File: src/rtl/pse_mask_pkg.sv
// Constants and carrier types for the global mask and configuration block.
// Assumes one device clock and a command-code register port from the serial target.
package pse_mask_pkg;

   localparam int         NUM_CH          = 8;
   localparam logic [7:0] CMD_GLOBAL_MASK = 8'h17;
   localparam logic [7:0] MASK_RESET      = 8'h80;

   // Field positions in the global mask byte
   localparam int BIT_IRQ_GATE     = 7;
   localparam int BIT_SPARE_HI     = 6;
   localparam int BIT_ACCESS_WIDTH = 5;
   localparam int BIT_PRIO_WIDTH   = 4;
   localparam int BIT_CLASS_FILT   = 3;
   localparam int BIT_DET_FILT     = 2;

   // Per-channel result report from a discovery engine
   typedef struct packed
   {
      logic [NUM_CH-1:0]      done;
      logic [NUM_CH-1:0][3:0] result;
   } report_t;

   // Per-channel timing fault pulses
   typedef struct packed
   {
      logic [NUM_CH-1:0] current_limit_timeout_fault;
      logic [NUM_CH-1:0] overload_timeout_fault;
      logic [NUM_CH-1:0] maintain_power_dropout_fault;
      logic [NUM_CH-1:0] startup_timeout_fault;
   } fault_t;

   // Whole state of the block
   typedef struct packed
   {
      logic [7:0]             mask_a;
      logic [7:0]             mask_b;
      logic [NUM_CH-1:0][3:0] prev_class;
      logic [NUM_CH-1:0][3:0] prev_det;
      logic [NUM_CH-1:0]      class_seen;
      logic [NUM_CH-1:0]      det_seen;
      logic [NUM_CH-1:0]      class_event_flag;
      logic [NUM_CH-1:0]      detection_event_flag;
      logic [NUM_CH-1:0]      power_good_clear;
      logic [NUM_CH-1:0]      power_enable_clear;
      logic [NUM_CH-1:0][2:0] shutdown_prio;
      logic                   irq_n;
      logic [15:0]            rdata;
      logic                   rvalid;
   } state_t;

endpackage : pse_mask_pkg

File: src/rtl/pse_general_mask_config.sv
// Global mask and configuration register of the eight-channel controller.
// Assumes the serial target decodes addresses and presents command-code accesses,
// and that event, priority and discovery logic sit on the same clock.
`timescale 1ns/1ps

module pse_general_mask_config
   import pse_mask_pkg::*;
(
   // Clock and reset
   input  wire logic                   sys_clk,
   input  wire logic                   rst,
   // Command-code register port
   input  wire logic                   reg_wr,
   input  wire logic                   reg_rd,
   input  wire logic [7:0]             reg_cmd,
   input  wire logic                   reg_group_b,
   input  wire logic [15:0]            reg_wdata,
   output      logic [15:0]            reg_rdata,
   output      logic                   reg_rvalid,
   // Interrupt sources, low byte channels 1-4, high byte channels 5-8
   input  wire logic [15:0]            irq_source,
   input  wire logic [15:0]            irq_enable,
   output      logic                   irq_n,
   // Serial access mode
   output      logic                   access_width_select,
   // Shutdown priority
   input  wire logic [NUM_CH-1:0]      prio_1bit,
   input  wire logic [NUM_CH-1:0][2:0] prio_3bit,
   output      logic                   priority_width_select,
   output      logic [NUM_CH-1:0][2:0] shutdown_prio,
   // Discovery reports and event flag set pulses
   input  wire report_t                class_report,
   input  wire report_t                det_report,
   output      logic [NUM_CH-1:0]      class_event_flag,
   output      logic [NUM_CH-1:0]      detection_event_flag,
   // Power status clearing
   input  wire fault_t                 faults,
   output      logic [NUM_CH-1:0]      power_good_clear,
   output      logic [NUM_CH-1:0]      power_enable_clear
);

   ////////////////////////////////////////////////////////////////////////////////
   // State

   state_t q;
   state_t next_q;

   // Channel lives in the instance for channels 1-4 when below four
   function automatic logic [7:0] owner_mask(input state_t s, input int ch);
      owner_mask = (ch < 4) ? s.mask_a : s.mask_b;
   endfunction : owner_mask

   // Filtered event decision shared by class and detection paths
   function automatic logic event_fires(input logic done, input logic filt,
                                        input logic seen, input logic [3:0] now,
                                        input logic [3:0] prev);
      event_fires = done && (!filt || !seen || (now != prev));
   endfunction : event_fires

   ////////////////////////////////////////////////////////////////////////////////
   // Next-state logic

   // Decode helpers; own is the mask byte of the instance holding a channel
   logic       hit;
   logic       wide;
   logic [7:0] own;

   always_comb
   begin
      next_q = q;
      hit    = (reg_cmd == CMD_GLOBAL_MASK);
      wide   = q.mask_a[BIT_ACCESS_WIDTH];
      own    = 8'h00;

      // Register writes; 16-bit mode carries both instances in one access
      if (reg_wr && hit)
      begin
         if (wide)
         begin
            next_q.mask_a = reg_wdata[7:0];
            next_q.mask_b = reg_wdata[15:8];
         end
         else if (!reg_group_b)
         begin
            next_q.mask_a = reg_wdata[7:0];
         end
         else
         begin
            next_q.mask_b = reg_wdata[7:0];
         end
      end

      // Reads answer one cycle later; other commands belong elsewhere
      next_q.rvalid = reg_rd && hit;
      if (reg_rd && hit)
      begin
         if (wide)
         begin
            next_q.rdata = {q.mask_b, q.mask_a};
         end
         else if (!reg_group_b)
         begin
            next_q.rdata = {8'h00, q.mask_a};
         end
         else
         begin
            next_q.rdata = {8'h00, q.mask_b};
         end
      end

      // Each gate only blocks its own group's sources at the pin
      next_q.irq_n = !((q.mask_a[BIT_IRQ_GATE] && |(irq_source[7:0] & irq_enable[7:0]))
                    || (q.mask_b[BIT_IRQ_GATE] && |(irq_source[15:8] & irq_enable[15:8])));

      for (int ch = 0; ch < NUM_CH; ch++)
      begin
         // Channels 1-4 follow instance a, channels 5-8 instance b
         own = owner_mask(q, ch);

         // Event flags ignore the interrupt gate entirely
         next_q.class_event_flag[ch] = event_fires(class_report.done[ch],
            own[BIT_CLASS_FILT], q.class_seen[ch],
            class_report.result[ch], q.prev_class[ch]);
         next_q.detection_event_flag[ch] = event_fires(det_report.done[ch],
            own[BIT_DET_FILT], q.det_seen[ch],
            det_report.result[ch], q.prev_det[ch]);

         // Remember last result so the filter can compare
         if (class_report.done[ch])
         begin
            next_q.prev_class[ch] = class_report.result[ch];
            next_q.class_seen[ch] = 1'b1;
         end
         if (det_report.done[ch])
         begin
            next_q.prev_det[ch] = det_report.result[ch];
            next_q.det_seen[ch] = 1'b1;
         end

         // Any timing fault drops both power status bits
         next_q.power_good_clear[ch] = faults.current_limit_timeout_fault[ch]
            || faults.overload_timeout_fault[ch]
            || faults.maintain_power_dropout_fault[ch]
            || faults.startup_timeout_fault[ch];
         next_q.power_enable_clear[ch] = next_q.power_good_clear[ch];

         // Priority source follows the instance that owns the channel
         if (own[BIT_PRIO_WIDTH])
         begin
            next_q.shutdown_prio[ch] = prio_3bit[ch];
         end
         else
         begin
            next_q.shutdown_prio[ch] = {2'b00, prio_1bit[ch]};
         end
      end
   end

   ////////////////////////////////////////////////////////////////////////////////
   // State register

   // Previous results start unseen so the first report always counts
   always_ff @(posedge sys_clk or posedge rst)
   begin
      if (rst)
      begin
         q        <= '0;
         q.mask_a <= MASK_RESET;
         q.mask_b <= MASK_RESET;
         q.irq_n  <= 1'b1;
      end
      else
      begin
         q <= next_q;
      end
   end

   ////////////////////////////////////////////////////////////////////////////////
   // Outputs, all straight from flops

   assign reg_rdata             = q.rdata;
   assign reg_rvalid            = q.rvalid;
   assign irq_n                 = q.irq_n;
   assign access_width_select   = q.mask_a[BIT_ACCESS_WIDTH];
   assign priority_width_select = q.mask_a[BIT_PRIO_WIDTH];
   assign shutdown_prio         = q.shutdown_prio;
   assign class_event_flag      = q.class_event_flag;
   assign detection_event_flag  = q.detection_event_flag;
   assign power_good_clear      = q.power_good_clear;
   assign power_enable_clear    = q.power_enable_clear;
endmodule : pse_general_mask_config

File: config.mk
export PLATFORM = sky130hd
export DESIGN_NAME = pse_general_mask_config
export DESIGN_NICKNAME = d
export VERILOG_FILES = /design/src/rtl/pse_mask_pkg.sv /design/src/rtl/pse_general_mask_config.sv
export SDC_FILE = /design/constraint.sdc
export NUM_CORES = 1
export LEC_CHECK = 0
export BUFFER_PORTS_ARGS = -buffer_cell sky130_fd_sc_hd__buf_2
export CAP_MARGIN = 15
export CORE_UTILIZATION = 39
export CTS_CLUSTER_DIAMETER = 30
export DETAILED_ROUTE_END_ITERATION = 10
export GPL_ROUTABILITY_DRIVEN = 0
export HOLD_SLACK_MARGIN = 0.1
export PLACE_DENSITY_LB_ADDON = 0.15
export SLEW_MARGIN = 20
export SYNTH_ARGS = -nofsm -noshare
export SYNTH_HDL_FRONTEND = slang
export SYNTH_SLANG_ARGS = --single-unit
File: constraint.sdc
create_clock -name sys_clk -period 7.3 [get_ports sys_clk]
set_input_delay 1.46 -clock sys_clk [delete_from_list [all_inputs] [get_ports sys_clk]]
set_output_delay 1.46 -clock sys_clk [all_outputs]
set_load 0.05 [all_outputs]
==> results.sh, run 1 <==
export IMPL_critPathMaxFanout=21
export IMPL_seqPwrFrac_pct=42.9
export IMPL_violations="design-rule violations"
export IMPL_worstMarginPinSlew_ns=0.961
export IMPL_cp_required_ns=5.84
export IMPL_hold_viol_final=0
export IMPL_cts_buffers=17
export IMPL_clock_skew_ns=0.00733
export IMPL_initial_core_util_pct=40.3
export IMPL_yosysWarnings=0
export IMPL_die_w_microns=139
export IMPL_first_global_vias=5254
export IMPL_intPower_mw=1.75
export IMPL_async_flop_share_pct=100
export IMPL_grt_start_max_net_pins=88
export IMPL_crit_path_end_kind="output pin"
export IMPL_post_cts_buffers=0
export IMPL_final_max_slew_viol_count=0
export IMPL_slew_headroom_pct=35.9
export IMPL_grt_pass1_wl_microns=26100
export IMPL_period_minus_slack_ns=3.14
export IMPL_die_area_sq_um=19400
export IMPL_placedCellCount=994
export IMPL_hp_class="reg -> reg"
export IMPL_finalNetCount=989
export IMPL_clock_power_share_pct=45.4
export IMPL_p_sw_mw=0.542
export IMPL_post_drt_wl_per_cell_microns=15.7
export IMPL_fin_util_pct=50.1
export IMPL_drt_wl_total_microns=16100
export IMPL_outcome="finished with violations"
export IMPL_gr_usage_all_layers_pct=17.3
export IMPL_cts_root_buffer="clkbuf_16"
export IMPL_slowest_delay_ns=0.85
export IMPL_drc=50
export IMPL_syn_num_nets=773
export IMPL_setup_viol=0
export IMPL_synthDistinctLibCells=31
export IMPL_stdcell_area_sq_um=9130
export IMPL_grt_ovfl_total=0
export IMPL_clockBufferDepth=2
export IMPL_place_hpwl_microns=12100
export IMPL_via_per_inst=4.73
export IMPL_crit_chain="buf_2"
export IMPL_finalCritPeriodShare_pct=43.0
export IMPL_drive_gt1_share_pct=54.1
export IMPL_cts_repair_resized=0
export IMPL_h_tree_depth=4
export IMPL_dr_pass1_iters=7
export IMPL_worstSetupStartpointType="flip-flop"
export IMPL_synth_edf_count=0
export IMPL_ant_nets=0
export IMPL_drv_cap=0
export IMPL_setup_tns_ns=0
export IMPL_path_clk_slew_ns=0.06
export IMPL_swShare_pct=23.7
export IMPL_crit_family="flip-flops"
export IMPL_clock_sinks=162
export IMPL_grt_setup_unrepaired="no"
export IMPL_yosysMostFrequentCell="dfrtp_1"
export IMPL_cellLeakagePower_nw=4.44
export IMPL_syn_cell_area_sq_um=7330
export IMPL_p_per_area_nw_per_um2=251
export IMPL_std_cell_rows=49
export IMPL_synthTopCellsByArea="dfrtp_1 (54%), mux2_2 (15%), buf_4 (7.5%)"
export IMPL_core_sq_um=18200
export IMPL_synth_top_cell_area_share_pct=54.3
export IMPL_p_comb_share_pct=11.7
export IMPL_syn_to_final_growth_pct=24.5
export IMPL_antenna_found_initial=3
export IMPL_synth_commonest_cells="dfrtp_1 (159), mux2_2 (97), buf_4 (73), xor2_1 (40), nand2_1 (24)"
export IMPL_crit_arrival_ns=1.68
export IMPL_clk_latency_ns=0.42
export IMPL_synth_ff_type="dfrtp_1"
export IMPL_ys_ff_latch=162
export IMPL_cts_hold_buf=0
export IMPL_synth_top_cell_by_area="dfrtp_1"
export IMPL_pre_cts_slack_ns=4.07
export IMPL_die_h_microns=139
export IMPL_crit_slowest_cell="dfrtp_1"
export IMPL_yosysSeqAreaShare_pct=55.3
export IMPL_cts_tree="built"
export IMPL_final_cells=1027
export IMPL_fmaxAchievable_ghz=0.318
export IMPL_io_buffers=280
export IMPL_critical_path_class="reg -> out"
export IMPL_path_buf_inv=1
export IMPL_vdd_ir_drop_max_mv=0.165
export IMPL_syn_area_per_cell_sq_um=12.9
export IMPL_place_area_sq_um=8440
export IMPL_synth_cells=568
export IMPL_drt_iter0_markers=200
export IMPL_fin_ws_ns=4.16
export IMPL_io_pins=281
export IMPL_vias=4862
[per-layer routing]
layer  part of all wire, %  global-route usage (%)  routed length [microns]
met1                    40                    18.8                     6380
met2                    51                    31.2                     8270
met3                   7.1                    5.42                     1150
met4                   1.7                    7.13                      280
met5                 0.081                       0                       13
[cell families after synthesis]
| group | after synthesis | synth area share, % |
|---|---|---|
| xor gates and xnor gates | 52 | 6.21 |
| and+or+nand+nor | 89 | 7.17 |
| buffers and inverters | 107 | 9.32 |
| AOI/OAI and AO/OA | 52 | 5.84 |
| muxes | 106 | 16.1 |
| DFF | 162 | 55.3 |
[cell type report]
| cell class | instances | area (sq um) |
|---|---|---|
| fillers | 1652 | 9080 |
| flip-flops and latches | 162 | 4060 |
| multi-input cells | 299 | 2590 |
| repair buffers | 281 | 1410 |
| clock buffers | 19 | 433 |
| well taps | 229 | 287 |
| clock inverters | 13 | 254 |
| inverters | 23 | 91.3 |
| diodes | 1 | 2.50 |
[registers in the layout, summed over array words and instances (netlist names)]
name and cells:
irq_n 1, shutdown_prio 24, own 8, reg_rdata 16, class_event_flag 8, reg_rvalid 1
priority_width_select 1, power_enable_clear 8, access_width_select 1, detection_event_flag 8, q 86
[path summary, 6_finish.rpt]
| kind | start | endpoint | slack (ns) | cells past startpoint |
|---|---|---|---|---|
| min in group asynchronous | rst | detection_event_flag[0]$_DFF_PP0_ | 1.20 | 2 |
| max in group asynchronous | rst | reg_rdata[2]$_DFFE_PP0P_ | 4.62 | 3 |
| setup / recovery | access_width_select$_DFFE_PP0P_ | access_width_select | 4.16 | 1 |
| hold reg to reg | q[89]$_DFFE_PP0P_ | q[89]$_DFFE_PP0P_ | 0.46 | 1 |
| setup reg to reg | access_width_select$_DFFE_PP0P_ | priority_width_select$_DFFE_PP0P_ | 5.11 | 3 |
| hold / removal | q[89]$_DFFE_PP0P_ | q[89]$_DFFE_PP0P_ | 0.46 | 1 |
[through the flow]
stage | hold slack (ns) | power, mW
3_5_place_dp | 0.451 | 1.27
3_3_place_gp | 0.450 | 1.26
5_1_grt | 0.478 | 2.39
6_report | 0.462 | 2.29
4_1_cts | 0.466 | 2.32
2_1_floorplan | 0.437 | 1.18
[power by group through the flow]
stage	Combinational (mW)	Sequential [mW]	Clock (mW)
2_1_floorplan	0.188	0.991	0
6_report	0.268	0.981	1.04
3_3_place_gp	0.264	0.995	0
4_1_cts	0.273	0.981	1.07
5_1_grt	0.294	0.986	1.11
3_5_place_dp	0.272	0.997	0
[placed cells by master (no fill, tap or decap), types with 5 or more instances in the layout]
cell type  count
and2_1        16
dfrtp_1      159
o41a_1        12
xor2_1        40
mux2_2        97
nand2_1       24
bufinv_16      7
xnor2_1       12
a22oi_1        9
inv_1         22
clkbuf_16     17
or2_2         16
mux2i_1        9
o21ai_0       12
buf_2        280
nand2b_1       5
nand3_1       13
or4_1          8
No activity file was read; power rests on OpenSTA's default activity.
==> run 2: changes to the inputs <==
==> constraint.sdc (replaced) <==
create_clock -name sys_clk -period 2.9 [get_ports sys_clk]
set_input_delay 0.58 -clock sys_clk [delete_from_list [all_inputs] [get_ports sys_clk]]
set_output_delay 0.58 -clock sys_clk [all_outputs]
set_load 0.05 [all_outputs]
==> run 2 against run 1 <==
- the flow still finishes with violations (design-rule violations)
- sequential cell count stayed put
- utilization shrank 0.38 points
- total power grew 130%
- sequential power grew to 2.5 times the previous value
- register-to-register slack lost 4.2 ns
- sequential share of layout area is 0.34 points higher
- via count fell by 0.93%
- clock-buffer cell count is the same
- largest power group is now sequential cells
==> results.sh, run 2 (synthesis results as in run 1) <==
export IMPL_reg2reg_from="access_width_select$_DFFE_PP0P_"
export IMPL_hp_class="in -> async"
export IMPL_io_pins=281
export IMPL_die_w_microns=139
export IMPL_grt_ovfl_total=0
export IMPL_core_sq_um=18200
export IMPL_period_minus_slack_ns=1.96
export IMPL_drt_iter0_markers=155
export IMPL_mostFrequentLayoutCell="buf_2"
export IMPL_h_tree_depth=4
export IMPL_vias=4817
export IMPL_drt_wl_total_microns=15700
export IMPL_initial_core_util_pct=40.3
export IMPL_cts_root_buffer="clkbuf_16"
export IMPL_via_per_inst=4.68
export IMPL_critPathMaxFanout=15
export IMPL_cts_repair_resized=0
export IMPL_clock_power_share_pct=41.2
export IMPL_finalPower_mw=5.35
export IMPL_setup_tns_ns=0
export IMPL_drive_gt1_share_pct=54.3
export IMPL_r2r_slack_ns=0.96
export IMPL_outcome="finished with violations"
export IMPL_setup_viol=0
export IMPL_largest_register="q"
export IMPL_syn_to_final_growth_pct=23.5
export IMPL_clock_sinks=162
export IMPL_die_area_sq_um=19400
export IMPL_clock_skew_ns=0.00610
export IMPL_p_per_area_nw_per_um2=591
export IMPL_crit_family="flip-flops"
export IMPL_crit_chain="buf_2"
export IMPL_r2r_end="q[165]$_DFFE_PP0P_"
export IMPL_seqPwrFrac_pct=46.1
export IMPL_place_hpwl_microns=11800
export IMPL_post_drt_wl_per_cell_microns=15.2
export IMPL_grt_pass1_wl_microns=25600
export IMPL_cellLeakagePower_nw=4.39
export IMPL_path_buf_inv=1
export IMPL_grt_setup_unrepaired="no"
export IMPL_cts_buffers=17
export IMPL_intPower_mw=3.98
export IMPL_violations="design-rule violations"
export IMPL_crit_path_end_kind="output pin"
export IMPL_final_max_slew_viol_count=0
export IMPL_grt_start_max_net_pins=100
export IMPL_ant_nets=0
export IMPL_clk_latency_ns=0.42
export IMPL_io_buffers=280
export IMPL_cp_required_ns=2.32
export IMPL_swShare_pct=25.5
export IMPL_dr_pass1_iters=8
export IMPL_slew_headroom_pct=63.8
export IMPL_crit_slowest_cell="dfrtp_1"
export IMPL_hold_viol_final=0
export IMPL_cts_tree="built"
export IMPL_p_sw_mw=1.37
export IMPL_worstMarginPinSlew_ns=0.542
export IMPL_p_comb_share_pct=12.7
export IMPL_worstSetupStartpointType="flip-flop"
export IMPL_fmaxAchievable_ghz=0.510
export IMPL_slowest_delay_ns=0.61
export IMPL_drc=42
export IMPL_antenna_found_initial=3
export IMPL_drv_cap=0
export IMPL_first_global_vias=5159
export IMPL_cts_hold_buf=0
export IMPL_finalCritPeriodShare_pct=67.6
export IMPL_finalNetCount=991
export IMPL_place_area_sq_um=8470
export IMPL_std_cell_rows=49
export IMPL_stdcell_area_sq_um=9060
export IMPL_post_cts_buffers=0
export IMPL_crit_arrival_ns=1.38
export IMPL_vdd_ir_drop_max_mv=0.421
export IMPL_largest_register_ffs=86
export IMPL_r2r_cells=4
export IMPL_path_clk_slew_ns=0.06
export IMPL_critical_path_class="reg -> out"
export IMPL_gr_usage_all_layers_pct=17.0
export IMPL_die_h_microns=139
export IMPL_layout_common_cells="buf_2 (280), dfrtp_1 (159), mux2_2 (97), xor2_1 (40), nand2_1 (24)"
export IMPL_clockBufferDepth=2
-- run 2: stage by stage --
| stage | worst slack (ns) | hold WS (ns) | cells | utilization, % |
|---|---|---|---|---|
| 2_1_floorplan | 0.266 | 0.437 | 568 | - |
| 3_3_place_gp | 0.698 | 0.449 | 996 | 46.5 |
| 3_5_place_dp | 0.660 | 0.449 | 996 | 46.5 |
| 4_1_cts | 0.874 | 0.288 | 1027 | 49.7 |
| 5_1_grt | 0.800 | 0.299 | 1027 | 49.7 |
| 6_report | 0.940 | 0.283 | 1029 | 49.7 |
-- run 2: power by group through the flow --
| stage | combinational (mW) | sequential, mW | clock (mW) |
|---|---|---|---|
| global route | 0.746 | 2.48 | 2.36 |
| CTS | 0.694 | 2.46 | 2.27 |
| global placement | 0.673 | 2.50 | 0 |
| finish | 0.681 | 2.46 | 2.21 |
| floorplan | 0.473 | 2.49 | 0 |
| detailed placement | 0.692 | 2.51 | 0 |
-- run 2: final cells by class --
cell class,instances,area [sq um]
flip-flops and latches,162,4060
multi-input cells,299,2590
inverters,23,90.1
fillers,1658,9150
repair buffers,283,1450
diodes,2,5.00
clock inverters,12,134
well taps,229,287
clock buffers,19,443
-- run 2: metal layers --
metal	up-vias	GRT usage [%]	wire [microns]
met3	16	6.42	1220
met4	2	6.49	240
li1	2320	-	-
met5	-	0	13
met2	163	29.4	7880
met1	2316	19.0	6340
-- run 2: tightest hold or removal path: cells and delay by family --
family   cells  cell delay, ns
buf+inv      3            0.52
-- run 2: worst max path at each step --
stage	startpoint	endpoint	slack [ns]	cells past startpoint
3_5_place_dp	reg_cmd[5]	reg_rdata[6]$_DFFE_PP0P_	0.66	4
3_3_place_gp	reg_cmd[5]	reg_rdata[2]$_DFFE_PP0P_	0.70	4
6_report	priority_width_select$_DFFE_PP0P_	priority_width_select	0.94	1
2_1_floorplan	rst	access_width_select$_DFFE_PP0P_	0.27	1
4_1_cts	priority_width_select$_DFFE_PP0P_	priority_width_select	0.87	1
5_1_grt	priority_width_select$_DFFE_PP0P_	priority_width_select	0.80	1
==> run 3: changes to the inputs <==
==> constraint.sdc (replaced) <==
create_clock -name sys_clk -period 1.85 [get_ports sys_clk]
set_input_delay 0.37 -clock sys_clk [delete_from_list [all_inputs] [get_ports sys_clk]]
set_output_delay 0.37 -clock sys_clk [all_outputs]
set_load 0.05 [all_outputs]
==> run 3 against run 2 <==
- the run still ends with design-rule violations left
- total power is 62% higher
- worst hold slack got worse by 0.15 ns
- final area is 1.2% higher
- highest routed layer unchanged
==> results.sh, run 3 (synthesis results as in run 1) <==
export IMPL_grt_ovfl_total=0
export IMPL_crit_family="flip-flops"
export IMPL_cts_tree="built"
export IMPL_dr_pass1_iters=7
export IMPL_core_sq_um=18200
export IMPL_path_clk_slew_ns=0.06
export IMPL_finalCritPeriodShare_pct=87.6
export IMPL_ant_nets=0
export IMPL_r2r_end="q[165]$_DFFE_PP0P_"
export IMPL_vias=4895
export IMPL_nFillCells=1660
export IMPL_mostFrequentLayoutCell="buf_2"
export IMPL_h_tree_depth=4
export IMPL_crit_slowest_cell="dfrtp_2"
export IMPL_place_area_sq_um=8520
export IMPL_clock_sinks=162
export IMPL_post_drt_wl_per_cell_microns=15.4
export IMPL_via_per_inst=4.73
export IMPL_final_cells=1034
export IMPL_syn_to_final_growth_pct=25.1
export IMPL_stdcell_area_sq_um=9170
export IMPL_grt_pass1_wl_microns=26000
export IMPL_io_buffers=280
export IMPL_drive_gt1_share_pct=54.8
export IMPL_die_w_microns=139
export IMPL_period_minus_slack_ns=1.62
export IMPL_fmaxAchievable_ghz=0.617
export IMPL_clock_power_share_pct=42.9
export IMPL_cts_buffers=17
export IMPL_first_global_vias=5210
export IMPL_grt_setup_unrepaired="no"
export IMPL_setup_viol=0
export IMPL_largest_register_ffs=86
export IMPL_vdd_ir_drop_max_mv=0.616
export IMPL_cp_required_ns=1.48
export IMPL_hp_class="in -> reg"
export IMPL_p_comb_share_pct=12.4
export IMPL_pre_cts_slack_ns=0.0732
export IMPL_worst_hold_slack_ns=0.133
export IMPL_drt_wl_total_microns=15900
export IMPL_hold_viol_final=0
export IMPL_die_area_sq_um=19400
export IMPL_clock_skew_ns=0.00842
export IMPL_slew_headroom_pct=60.7
export IMPL_io_pins=281
export IMPL_outcome="finished with violations"
export IMPL_reg2reg_from="access_width_select$_DFFE_PP0P_"
export IMPL_drc=42
export IMPL_p_sw_mw=2.20
export IMPL_gr_usage_all_layers_pct=17.4
export IMPL_final_max_slew_viol_count=0
export IMPL_worstSetupStartpointType="flip-flop"
export IMPL_cellLeakagePower_nw=4.45
export IMPL_crit_arrival_ns=1.25
export IMPL_layout_common_cells="buf_2 (280), dfrtp_1 (158), mux2_2 (97), xor2_1 (40), nand2_1 (24)"
export IMPL_largest_register="q"
export IMPL_die_h_microns=139
export IMPL_fin_util_pct=50.4
export IMPL_clk_latency_ns=0.42
export IMPL_intPower_mw=6.45
export IMPL_critPathMaxFanout=15
export IMPL_finalPower_mw=8.64
export IMPL_violations="design-rule violations"
export IMPL_swShare_pct=25.4
export IMPL_crit_path_end_kind="output pin"
export IMPL_path_buf_inv=1
export IMPL_antenna_found_initial=3
export IMPL_worstHoldStart="faults[5]"
export IMPL_slowest_delay_ns=0.51
export IMPL_p_per_area_nw_per_um2=943
export IMPL_fin_ws_ns=0.229
export IMPL_std_cell_rows=49
export IMPL_cts_root_buffer="clkbuf_16"
export IMPL_r2r_slack_ns=0.31
export IMPL_setup_tns_ns=0
export IMPL_whs_endpoint="power_enable_clear[5]$_DFF_PP0_"
export IMPL_initial_core_util_pct=40.3
export IMPL_finalNetCount=995
export IMPL_worstMarginPinSlew_ns=0.590
export IMPL_clockBufferDepth=2
export IMPL_placedCellCount=999
export IMPL_drv_cap=0
export IMPL_hold_path_depth=2
export IMPL_seqPwrFrac_pct=44.7
export IMPL_r2r_cells=3
export IMPL_critical_path_class="reg -> out"
export IMPL_drt_iter0_markers=189
export IMPL_place_hpwl_microns=12000
export IMPL_crit_chain="buf_2"
export IMPL_grt_start_max_net_pins=108
run 3: worst max-delay path by stage:
| stage | from | to | cells after the start |
|---|---|---|---|
| CTS | priority_width_select$_DFFE_PP0P_ | priority_width_select | 1 |
| finish | priority_width_select$_DFFE_PP0P_ | priority_width_select | 1 |
| global placement | reg_cmd[5] | q[168]$_DFFE_PP0P_ | 5 |
| global route | priority_width_select$_DFFE_PP0P_ | priority_width_select | 1 |
| detailed placement | reg_cmd[5] | q[165]$_DFFE_PP0P_ | 5 |
| floorplan | rst | access_width_select$_DFFE_PP0P_ | 1 |
run 3: repair_timing:
action                                  in CTS  in global routing
hold endpoints to repair                    55                  0
endpoints found under the setup margin       0                  2
gates resized for setup                      0                  2
buffers inserted                             0                  0
hold buffers                                 1                  0
run 3: final cells by class:
cell class / count / area [sq um] / share of cell area, %
Antenna cell: 2 / 5.00 / 0.0546
Clock buffer: 19 / 453 / 4.94
Clock inverter: 13 / 175 / 1.91
Inverter: 23 / 90.1 / 0.983
Multi-Input combinational cell: 299 / 2590 / 28.3
Sequential cell: 162 / 4060 / 44.3
Tap cell: 229 / 287 / 3.13
Timing Repair Buffer: 287 / 1510 / 16.4
run 3: power by group through the flow:
stage          Clock, mW  Combinational (mW)  Sequential (mW)
6_report            3.71                1.07             3.86
5_1_grt             3.98                1.18             3.89
4_1_cts             3.82                1.09             3.87
3_5_place_dp           0                1.09             3.93
3_3_place_gp           0                1.06             3.92
2_1_floorplan          0               0.742             3.91
run 3: metal layers:
layer / routed length (microns) / track usage, % / vias up
li1: - / - / 2334
met2: 8000 / 30.0 / 163
met4: 216 / 5.50 / 2
met1: 6400 / 19.7 / 2382
met3: 1250 / 6.70 / 14
met5: 13 / 0 / -
